===== src/bsrm_pkg.sv =====
// Package for the bank switched RAM mapper: address map, control layout, register map.
// Assumes one clock domain; the processor bus and the register bus run on mclk.
package bsrm_pkg;

    // Processor address regions (upper nibble / byte boundaries)
    localparam logic [15:0] IO_PAGE_BASE   = 16'hc000;
    localparam logic [15:0] SLOT_ROM_BASE  = 16'hc100;
    localparam logic [15:0] D_REGION_BASE  = 16'hd000;
    localparam logic [15:0] EF_REGION_BASE = 16'he000;

    // Control addresses occupy $C080..$C08F; the low nibble selects the action
    localparam logic [11:0] CTRL_PAGE_HI   = 12'hc08;

    // Position of the control address bit that decodes the bank, and of the SRAM address bits set by the mapping
    localparam int ADDR_BANK_BIT  = 3;
    localparam int SRAM_HI_BIT    = 16;
    localparam int SRAM_BANK_BIT  = 12;

    // Low two bits of a control address
    localparam logic [1:0] CTRL_RAM_RD_NOWR = 2'h0;
    localparam logic [1:0] CTRL_ROM_RD_WR   = 2'h1;
    localparam logic [1:0] CTRL_ROM_RD_NOWR = 2'h2;
    localparam logic [1:0] CTRL_RAM_RD_WR   = 2'h3;

    // Four-bit control register
    typedef struct packed {
        logic delay;   // Write enable pre-arm after one odd read
        logic wr_ram;  // Expansion RAM writes enabled
        logic bank;    // High: first bank of $Dxxx
        logic rd_ram;  // Upper-region reads from expansion RAM
    } bsrm_ctrl_t;

    localparam bsrm_ctrl_t CTRL_RESET = '{delay: 1'b0, wr_ram: 1'b0, bank: 1'b0, rd_ram: 1'b0};

    // One processor access per cycle at most
    typedef struct packed {
        logic [15:0] addr;
        logic        rd;
        logic        wr;
    } bsrm_cpu_req_t;

    typedef enum logic [2:0] {RG_LOW, RG_IO, RG_SLOT, RG_D, RG_EF} bsrm_region_t;

    // Register bus map (byte addresses)
    localparam logic [7:0] REG_CONFIG    = 8'h00;
    localparam logic [7:0] REG_STATUS    = 8'h04;
    localparam logic [7:0] REG_LAST_MAP  = 8'h08;
    localparam int         CFG_ENABLE_BIT = 0;
    localparam int         CFG_CLEAR_BIT  = 1;
    localparam logic       CFG_ENABLE_RESET = 1'b1;
    localparam logic [1:0] HTRANS_NONSEQ = 2'h2;
    localparam logic       HRESP_OKAY    = 1'b0;
    localparam logic [31:0] RDATA_ZERO   = 32'h0000_0000;

endpackage : bsrm_pkg


===== src/bsrm_mapper.sv =====
// Bank switched 16 KB RAM mapper: control register set by processor reads,
// 16-bit to 17-bit SRAM address translation, AHB-Lite register slave.
// Assumes the processor core and the AHB-Lite master share mclk; one access per cycle.

module bsrm_mapper (
    input  wire logic                   mclk,
    input  wire logic                   srst,
    input  wire bsrm_pkg::bsrm_cpu_req_t cpu_req,
    output logic [16:0]                 sram_addr_line,
    output logic                        sram_sel,
    output logic                        sram_we,
    output logic                        io_sel,
    output bsrm_pkg::bsrm_ctrl_t        ctrl_out,
    input  wire logic                   hsel,
    input  wire logic [31:0]            haddr,
    input  wire logic [1:0]             htrans,
    input  wire logic                   hwrite,
    input  wire logic [2:0]             hsize,
    input  wire logic [31:0]            hwdata,
    input  wire logic                   hready,
    output logic                        hreadyout,
    output logic [31:0]                 hrdata,
    output logic                        hresp
);

    function automatic bsrm_pkg::bsrm_region_t region_of(input logic [15:0] a);
        if (a < bsrm_pkg::IO_PAGE_BASE)
            return bsrm_pkg::RG_LOW;
        else if (a < bsrm_pkg::SLOT_ROM_BASE)
            return bsrm_pkg::RG_IO;
        else if (a < bsrm_pkg::D_REGION_BASE)
            return bsrm_pkg::RG_SLOT;
        else if (a < bsrm_pkg::EF_REGION_BASE)
            return bsrm_pkg::RG_D;
        else
            return bsrm_pkg::RG_EF;
    endfunction : region_of

    function automatic logic is_ctrl(input logic [15:0] a);
        return a[15:4] == bsrm_pkg::CTRL_PAGE_HI;
    endfunction : is_ctrl

    bsrm_pkg::bsrm_ctrl_t  ctrl_reg;
    bsrm_pkg::bsrm_ctrl_t  ctrl_next;
    logic                  card_en_reg;
    logic                  wr_pend_reg;
    logic [7:0]            wr_addr_reg;
    logic [16:0]           sram_addr_reg;
    logic                  sram_sel_reg;
    logic                  sram_we_reg;
    logic                  io_sel_reg;
    logic [31:0]           hrdata_reg;
    logic                  soft_clr;
    logic                  ctrl_rd;
    logic                  ctrl_wr;
    logic                  odd_addr;
    bsrm_pkg::bsrm_region_t reg_now;
    logic                  use_ram;
    logic [16:0]           sram_addr_next;
    logic                  sram_sel_next;
    logic                  sram_we_next;
    logic                  ahb_take;

    // ---------------- Register bus slave ----------------
    assign ahb_take = hsel && hready && (htrans == bsrm_pkg::HTRANS_NONSEQ);
    assign soft_clr = wr_pend_reg && (wr_addr_reg == bsrm_pkg::REG_CONFIG) && hwdata[bsrm_pkg::CFG_CLEAR_BIT];

    always_ff @(posedge mclk) begin
        if (srst) begin
            wr_pend_reg <= 1'b0;
            wr_addr_reg <= '0;
        end else if (hready) begin
            wr_pend_reg <= ahb_take && hwrite;
            wr_addr_reg <= haddr[7:0];
        end
    end

    always_ff @(posedge mclk) begin
        if (srst) begin
            card_en_reg <= bsrm_pkg::CFG_ENABLE_RESET;
        end else if (wr_pend_reg && wr_addr_reg == bsrm_pkg::REG_CONFIG) begin
            card_en_reg <= hwdata[bsrm_pkg::CFG_ENABLE_BIT];
        end
    end

    // Read data is prepared in the address phase so no wait states are needed
    always_ff @(posedge mclk) begin
        if (srst) begin
            hrdata_reg <= bsrm_pkg::RDATA_ZERO;
        end else if (ahb_take && !hwrite) begin
            unique case (haddr[7:0])
                bsrm_pkg::REG_CONFIG:   hrdata_reg <= {31'h0000_0000, card_en_reg};
                bsrm_pkg::REG_STATUS:   hrdata_reg <= {28'h000_0000, ctrl_reg};
                bsrm_pkg::REG_LAST_MAP: hrdata_reg <= {12'h000, sram_we_reg, sram_sel_reg, io_sel_reg, sram_addr_reg};
                default:                hrdata_reg <= bsrm_pkg::RDATA_ZERO;
            endcase
        end
    end

    // ---------------- Control register ----------------
    assign ctrl_rd  = cpu_req.rd && is_ctrl(cpu_req.addr) && card_en_reg;
    assign ctrl_wr  = cpu_req.wr && is_ctrl(cpu_req.addr) && card_en_reg;
    assign odd_addr = cpu_req.addr[0];

    always_comb begin
        ctrl_next = ctrl_reg;
        if (ctrl_rd) begin
            ctrl_next.bank   = cpu_req.addr[bsrm_pkg::ADDR_BANK_BIT];
            unique case (cpu_req.addr[1:0])
                bsrm_pkg::CTRL_RAM_RD_NOWR: ctrl_next.rd_ram = 1'b1;
                bsrm_pkg::CTRL_ROM_RD_WR:   ctrl_next.rd_ram = 1'b0;
                bsrm_pkg::CTRL_ROM_RD_NOWR: ctrl_next.rd_ram = 1'b0;
                bsrm_pkg::CTRL_RAM_RD_WR:   ctrl_next.rd_ram = 1'b1;
            endcase
            if (odd_addr) begin
                // Writes open only on the second consecutive odd read
                ctrl_next.wr_ram = ctrl_reg.wr_ram || ctrl_reg.delay;
                ctrl_next.delay  = 1'b1;
            end else begin
                ctrl_next.wr_ram = 1'b0;
                ctrl_next.delay  = 1'b0;
            end
        end else if (ctrl_wr) begin
            // A write between the two reads breaks the sequence
            ctrl_next.delay = 1'b0;
        end
    end

    always_ff @(posedge mclk or posedge srst) begin
        if (srst) begin
            ctrl_reg <= bsrm_pkg::CTRL_RESET;
        end else if (soft_clr) begin
            ctrl_reg <= bsrm_pkg::CTRL_RESET;
        end else begin
            ctrl_reg <= ctrl_next;
        end
    end

    // ---------------- Address translation ----------------
    assign reg_now = region_of(cpu_req.addr);

    always_comb begin
        use_ram        = 1'b0;
        sram_addr_next = {1'b0, cpu_req.addr};
        sram_sel_next  = 1'b0;
        sram_we_next   = 1'b0;
        unique case (reg_now)
            bsrm_pkg::RG_LOW: begin
                sram_sel_next = cpu_req.rd || cpu_req.wr;
                sram_we_next  = cpu_req.wr;
            end
            bsrm_pkg::RG_IO: begin
                sram_sel_next = 1'b0;
            end
            bsrm_pkg::RG_SLOT: begin
                sram_sel_next = cpu_req.rd;
            end
            bsrm_pkg::RG_D, bsrm_pkg::RG_EF: begin
                use_ram = card_en_reg && ((cpu_req.rd && ctrl_reg.rd_ram) ||
                                          (cpu_req.wr && ctrl_reg.wr_ram));
                sram_addr_next[bsrm_pkg::SRAM_HI_BIT] = use_ram;
                if (reg_now == bsrm_pkg::RG_D && use_ram && ctrl_reg.bank) begin
                    sram_addr_next[bsrm_pkg::SRAM_BANK_BIT] = 1'b0;
                end
                sram_sel_next = cpu_req.rd || use_ram;
                sram_we_next  = cpu_req.wr && use_ram;
            end
        endcase
    end

    always_ff @(posedge mclk) begin
        if (srst) begin
            sram_addr_reg <= '0;
            sram_sel_reg  <= 1'b0;
            sram_we_reg   <= 1'b0;
            io_sel_reg    <= 1'b0;
        end else begin
            sram_addr_reg <= sram_addr_next;
            sram_sel_reg  <= sram_sel_next;
            sram_we_reg   <= sram_we_next;
            io_sel_reg    <= (reg_now == bsrm_pkg::RG_IO) && (cpu_req.rd || cpu_req.wr);
        end
    end

    assign sram_addr_line = sram_addr_reg;
    assign sram_sel       = sram_sel_reg;
    assign sram_we        = sram_we_reg;
    assign io_sel         = io_sel_reg;
    assign ctrl_out       = ctrl_reg;
    assign hrdata         = hrdata_reg;
    assign hreadyout      = 1'b1;
    assign hresp          = bsrm_pkg::HRESP_OKAY;

    logic clean_rd;
    logic any_acc;
    assign clean_rd = ctrl_rd && !soft_clr;
    assign any_acc  = cpu_req.rd || cpu_req.wr;
endmodule : bsrm_mapper


===== config.mk =====
export PLATFORM = sky130hd
export DESIGN_NAME = bsrm_mapper
export DESIGN_NICKNAME = d
export VERILOG_FILES = /design/src/bsrm_pkg.sv /design/src/bsrm_mapper.sv
export SDC_FILE = /design/constraint.sdc
export NUM_CORES = 1
export LEC_CHECK = 0
export ABC_AREA = 1
export BUFFER_PORTS_ARGS = -buffer_cell sky130_fd_sc_hd__buf_2
export CORE_ASPECT_RATIO = 0.9
export CORE_MARGIN = 3
export CORE_UTILIZATION = 35
export CTS_CLUSTER_DIAMETER = 150
export DETAILED_ROUTE_END_ITERATION = 10
export PLACE_DENSITY = 0.73
export SYNTH_ARGS = -nofsm -noshare
export SYNTH_HDL_FRONTEND = slang
export SYNTH_SLANG_ARGS = --single-unit

===== constraint.sdc =====
create_clock -name mclk -period 1 [get_ports mclk]
set_input_delay 0 -clock mclk [delete_from_list [all_inputs] [get_ports mclk]]
set_output_delay 0 -clock mclk [all_outputs]
set_load 0.05 [all_outputs]

Word level (Yosys, flattened, before mapping):

Cells that the tools add are included.

* flip-flop bits (word level): 66
* input bits: 92
* output and inout port bits: 58
* logic and storage cells: 76

* order comparisons: 4
* equality and inequality tests: 11
* multiplexer cells: 15
* bitwise gates (word level): 1
* reductions and logical operators: 32

Operator list (number)
* less-than comparator 16 bit (second input constant): 4
* one-hot mux 20 bit (3 select lines): 1
* logical AND 1 bit: 17
* zero test 8 bit: 2
* two-way mux 3 bit: 5
* equality test 12 bit (second input constant): 1
* equality test 8 x 3 -> 1 bit (second input constant): 1
* equality test 8 x 4 -> 1 bit (second input constant): 1
* OR reduction 2 bit: 4
* equality test 2 bit (second input constant): 3
* equality test 3 x 2 -> 1 bit (second input constant): 2
* logical OR 1 bit: 4
* two-way mux 1 bit: 4
* two-way mux 4 bit: 1
* one-hot mux 1 bit (2 select lines): 2
* one-hot mux 1 bit (4 select lines): 1
* equality test 3 x 1 -> 1 bit (second input constant): 1
* equality test 3 bit (second input constant): 1
* zero test 3 bit: 1
* nonzero test 3 bit: 1
* equality test 2 x 1 -> 1 bit (second input constant): 1
* zero test 2 bit: 1
* two-way mux 2 bit: 1
* nonzero test 2 bit: 1
* other kinds (2): 2

Longest topological paths before layout:

* word-level depth: 10
* gate-level depth with buffers: 9
* gate-level depth less buffers: 9

Least setup slack after synthesis:

OpenSTA, ideal clock, no wires.

* path type: register -> register
* start: register ctrl_reg (netlist bit ctrl_out[2])
* end: register sram_addr_reg[12] (netlist: sram_addr_line[12])
* setup time: 0.114 ns
* data arrival time: 1.210 ns
* required time: 0.886 ns
* slack: -0.323 ns
* stages on the path, launching flop included: 8
* path buffers: 0
* clock period less this slack: 1.323 ns
* cells stage by stage: dfrtp_1 > inv_1 > nor2_1 > a21oi_1 > nor2_1 > nand2_1 > o21bai_1 > inv_1

* cells in the longest elaborated chain, start to end: 7

Ends and longest elaborated chain
* start: declaration: line bsrm_mapper.sv:43 `bsrm_pkg::bsrm_ctrl_t ctrl_reg;`
* start signal: assignment: line bsrm_mapper.sv:131 `ctrl_reg <= bsrm_pkg::CTRL_RESET;`
* start signal: assignment: line bsrm_mapper.sv:133 `ctrl_reg <= bsrm_pkg::CTRL_RESET;`
* start signal: assignment: line bsrm_mapper.sv:135 `ctrl_reg <= ctrl_next;`
* logical AND 1 bit: line bsrm_mapper.sv:160 `(cpu_req.wr && ctrl_reg.wr_ram));`
* logical OR 1 bit: line bsrm_mapper.sv:159 `use_ram = card_en_reg && ((cpu_req.rd && ctrl_reg.rd_ram) ||`
* logical AND 1 bit: line bsrm_mapper.sv:159
* logical AND 1 bit (2 in a row): line bsrm_mapper.sv:162 `if (reg_now == bsrm_pkg::RG_D && use_ram && ctrl_reg.bank) begin`
* two-way mux 1 bit: line bsrm_mapper.sv:162
* two-way mux 1 bit: line bsrm_mapper.sv:147 `unique case (reg_now)`
* end signal: assignment: line bsrm_mapper.sv:178 `sram_addr_reg <= sram_addr_next;`
* end: declaration: line bsrm_mapper.sv:48 `logic [16:0] sram_addr_reg;`

No other way between the ends.
A chain may end at the register's enable or synchronous reset.

Worst setup path in the final report:

* start: register wr_addr_reg[6]
* end: register ctrl_reg (netlist bit ctrl_out[2])

* cells in the longest elaborated chain, start to end: 4
* elaborated cells on any way between the ends: 5
* those cells by class: mux (1); reduce/logical (4)

Ends and longest elaborated chain
* start: declaration: line bsrm_mapper.sv:47 `logic [7:0] wr_addr_reg;`
* start signal: assignment: line bsrm_mapper.sv:74 `wr_addr_reg <= haddr[7:0];`
* zero test 8 bit *: line bsrm_mapper.sv:66 `assign soft_clr = wr_pend_reg && (wr_addr_reg == bsrm_pkg::REG_CONFIG) && hwdata[bsrm_pkg::CFG_CLEAR_BIT];`
* logical AND 1 bit * (2 in a row): line bsrm_mapper.sv:66
* two-way mux 4 bit / nonzero test 2 bit (equally long branches)

Mark *: on every way between the ends. The rest lies on a longest branch, timed or not.

==> results.ini <==
[run_status]
outcome = finished with violations
violations = setup timing

[power_and_ir_drop]
internal_power_mw = 3.23
power_switching_mw = 1.24
power.total_mw = 4.48
p_sw_frac = 0.278
vdd_ir_drop_max_uv = 607
p_comb_frac = 0.165
clock_power_share = 0.331
p_leak_nw = 1.70
p_per_area_mw_per_mm2 = 1350
pwr-share-seq = 0.504

[logic_synthesis]
ys_types = 26
synthFlopType = dfxtp_1
syn-cell-area_mm2 = 0.00227
async_reset_ff_frac = 0.0741
syn-mean-instance-area_um2 = 7.27
ys_top_cells_by_count = nand2_1, dfxtp_1, nor2_1, inv_1, a21oi_1
syn_inst = 313
synth_area_leaders = dfxtp_1, nand2_1, nor2_1
yosysSeqAreaShare = 0.484
synth_edf_count = 0
yosysMostFrequentCell = nand2_1
synth_top_area_frac = 0.440
yosysWarningCount = 0
ys_ff_latch = 54
yosysTopAreaCell = dfxtp_1

[timing]
rsz0062_at_grt = true
fin_crit_ns = 1.07
fin_crit_sh = 1.07
slew_violations = 0
fmax_mhz = 932
fin_skew_ns = 0.0102
finalSetupViolations = 6
worst_slack_ns = -0.0734
finalHoldViolCount = 0

[die]
coreArea_mm2 = 0.00622
die_x_um = 91.0
pin_count = 150
initial_core_util = 0.366
die_y_um = 82.5
num_rows = 27
dieArea_mm2 = 0.00750

[clocking]
cts_tree = built
cts.root.buffer_cell = clkbuf_8
clockBufferDepth = 2
clock_latency_ns = 0.31
cts_made_buffers = 5
clock_sinks = 54
h-tree-depth = 2
clkTransAtPathRegs_ns = 0.10

[global_route]
use_met1 = 0.194
grt_pass1_wl_mm = 9.12
grt_max_degree = 38
track_usage = 0.156
antenna_found_initial = 0
grt_pass1_vias = 2017
grtUsageMet3 = 0.0335
grt_util_met2 = 0.265
grt_overflow_total = 0
busiest_layer = met2

[worst_setup_path]
cp.arrival_ns = 1.28
cp_max_fo = 3
cp-end-kind = flop
crit_required_ns = 1.21
rrSetupSlack_ns = -0.07
startpoint_type = flop
critical_path_class = flop to flop

[min_path]
min_path_type = primary input to flop

[placement]
pre_cts_slack_ns = -0.134
dp.cells = 489
place_congestion = 0.836
port_buffers = 78
dp_hpwl_mm = 4.31

[route]
totalWireLength_mm = 5.83
routedWlPerCell_um = 11.1
drc = 0
drtIter0Drc = 60
via_count = 2273
ant_nets = 0
viasPerCell = 4.34
drt_first_pass_iters = 6

[flow_run]
maxCapViolations = 0

[final_layout]
largest_register_ffs = 20
antennaDiodeCount = 0
final-instance-count-excl-fill = 524
finish.net_count = 528
area_delta_synth_final_pct = 45.9
drive_gt1_frac = 0.334
final_util = 0.534

[cell usage in the layout, fill, tap and decap left out, types with 10 or more instances in the layout]
master	n
a21oi_1	28
buf_2	74
buf_4	26
conb_1	14
dfxtp_1	44
dlygate4sd3_1	24
inv_1	36
nand2_1	71
nand3_1	14
nor2_1	38
o21ai_0	10
[area by class of cell]
cell class | instances | area (um^2)
timing repair buffer | 127 | 852
fill | 647 | 2900
tap | 87 | 109
multi-input combinational | 206 | 970
inverter | 42 | 158
sequential | 54 | 1110
clock buffer | 5 | 68.8
clock inverter | 3 | 47.5
[path summary, 6_finish.rpt]
check,startpoint,endpoint,cells past startpoint
worst max-delay path,wr_addr_reg[6],ctrl_out[2],8
worst min-delay path,cpu_req[14],sram_addr_line[12],4
worst max register to register,wr_addr_reg[6],ctrl_out[2],8
worst min register to register,sram_addr_line[10],hrdata[10],2
max in group asynchronous,srst,ctrl_out[1],4
min in group asynchronous,srst,ctrl_out[3],4
[critical path, cell delays in order (launching register included)]
cell and delay, ns:
dfxtp_1 0.33, inv_1 0.08, nand2_1 0.08, nor2_2 0.14, nand3_2 0.11, nand2_2 0.10, inv_2 0.04, nand2_2 0.05
nand2_1 0.05
[power groups by stage]
stage          clock [mW]  sequential (mW)  combinational [mW]
6_report             1.48             2.26               0.740
5_1_grt              1.60             2.27               0.797
4_1_cts              1.52             2.26               0.730
3_5_place_dp            0             2.30               0.643
3_3_place_gp            0             2.30               0.635
2_1_floorplan           0             2.44               0.324
[stage by stage]
| step | instance area [um^2] | hold WS, ns | setup TNS [ns] |
|---|---|---|---|
| after floorplan | 2340 | -0.00322 | -0.365 |
| after global placement | 2870 | 0.142 | -1.69 |
| after detailed placement | 2870 | 0.128 | -2.46 |
| after CTS | 3280 | 0.00731 | -0.428 |
| after global routing | 3320 | 0.0271 | -0.903 |
| final | 3320 | 0.0121 | -0.278 |
[layer usage]
metal | up-vias | routed length, um | part of all wire
met1 | 1006 | 2690 | 0.46
met4 | 0 | 82 | 0.014
met2 | 72 | 2680 | 0.46
met3 | 6 | 373 | 0.064
li1 | 1189 | - | -
met5 | - | 0 | 0
[timing repair]
item | in CTS | in global routing
hold endpoints to repair | 30 | 0
gates cloned | 0 | 0
hold buffers | 24 | 0
pin swaps | 11 | 10
buffers inserted | 3 | 0
gates resized for setup | 16 | 14
endpoints found under the setup margin | 12 | 19
[logic make-up (layout without fill, tap and decap cells)]
family / after synthesis / after routing / synth area share
AND/OR/NAND/NOR: 147 / 147 / 0.275
buffers and inverters: 65 / 177 / 0.134
flip-flops: 54 / 54 / 0.484
AO/OA/AOI/OAI: 44 / 44 / 0.0996
other: 2 / 14 / 0.00330
XOR/XNOR: 1 / 1 / 0.00385
Power figures use the tool's default switching activity.
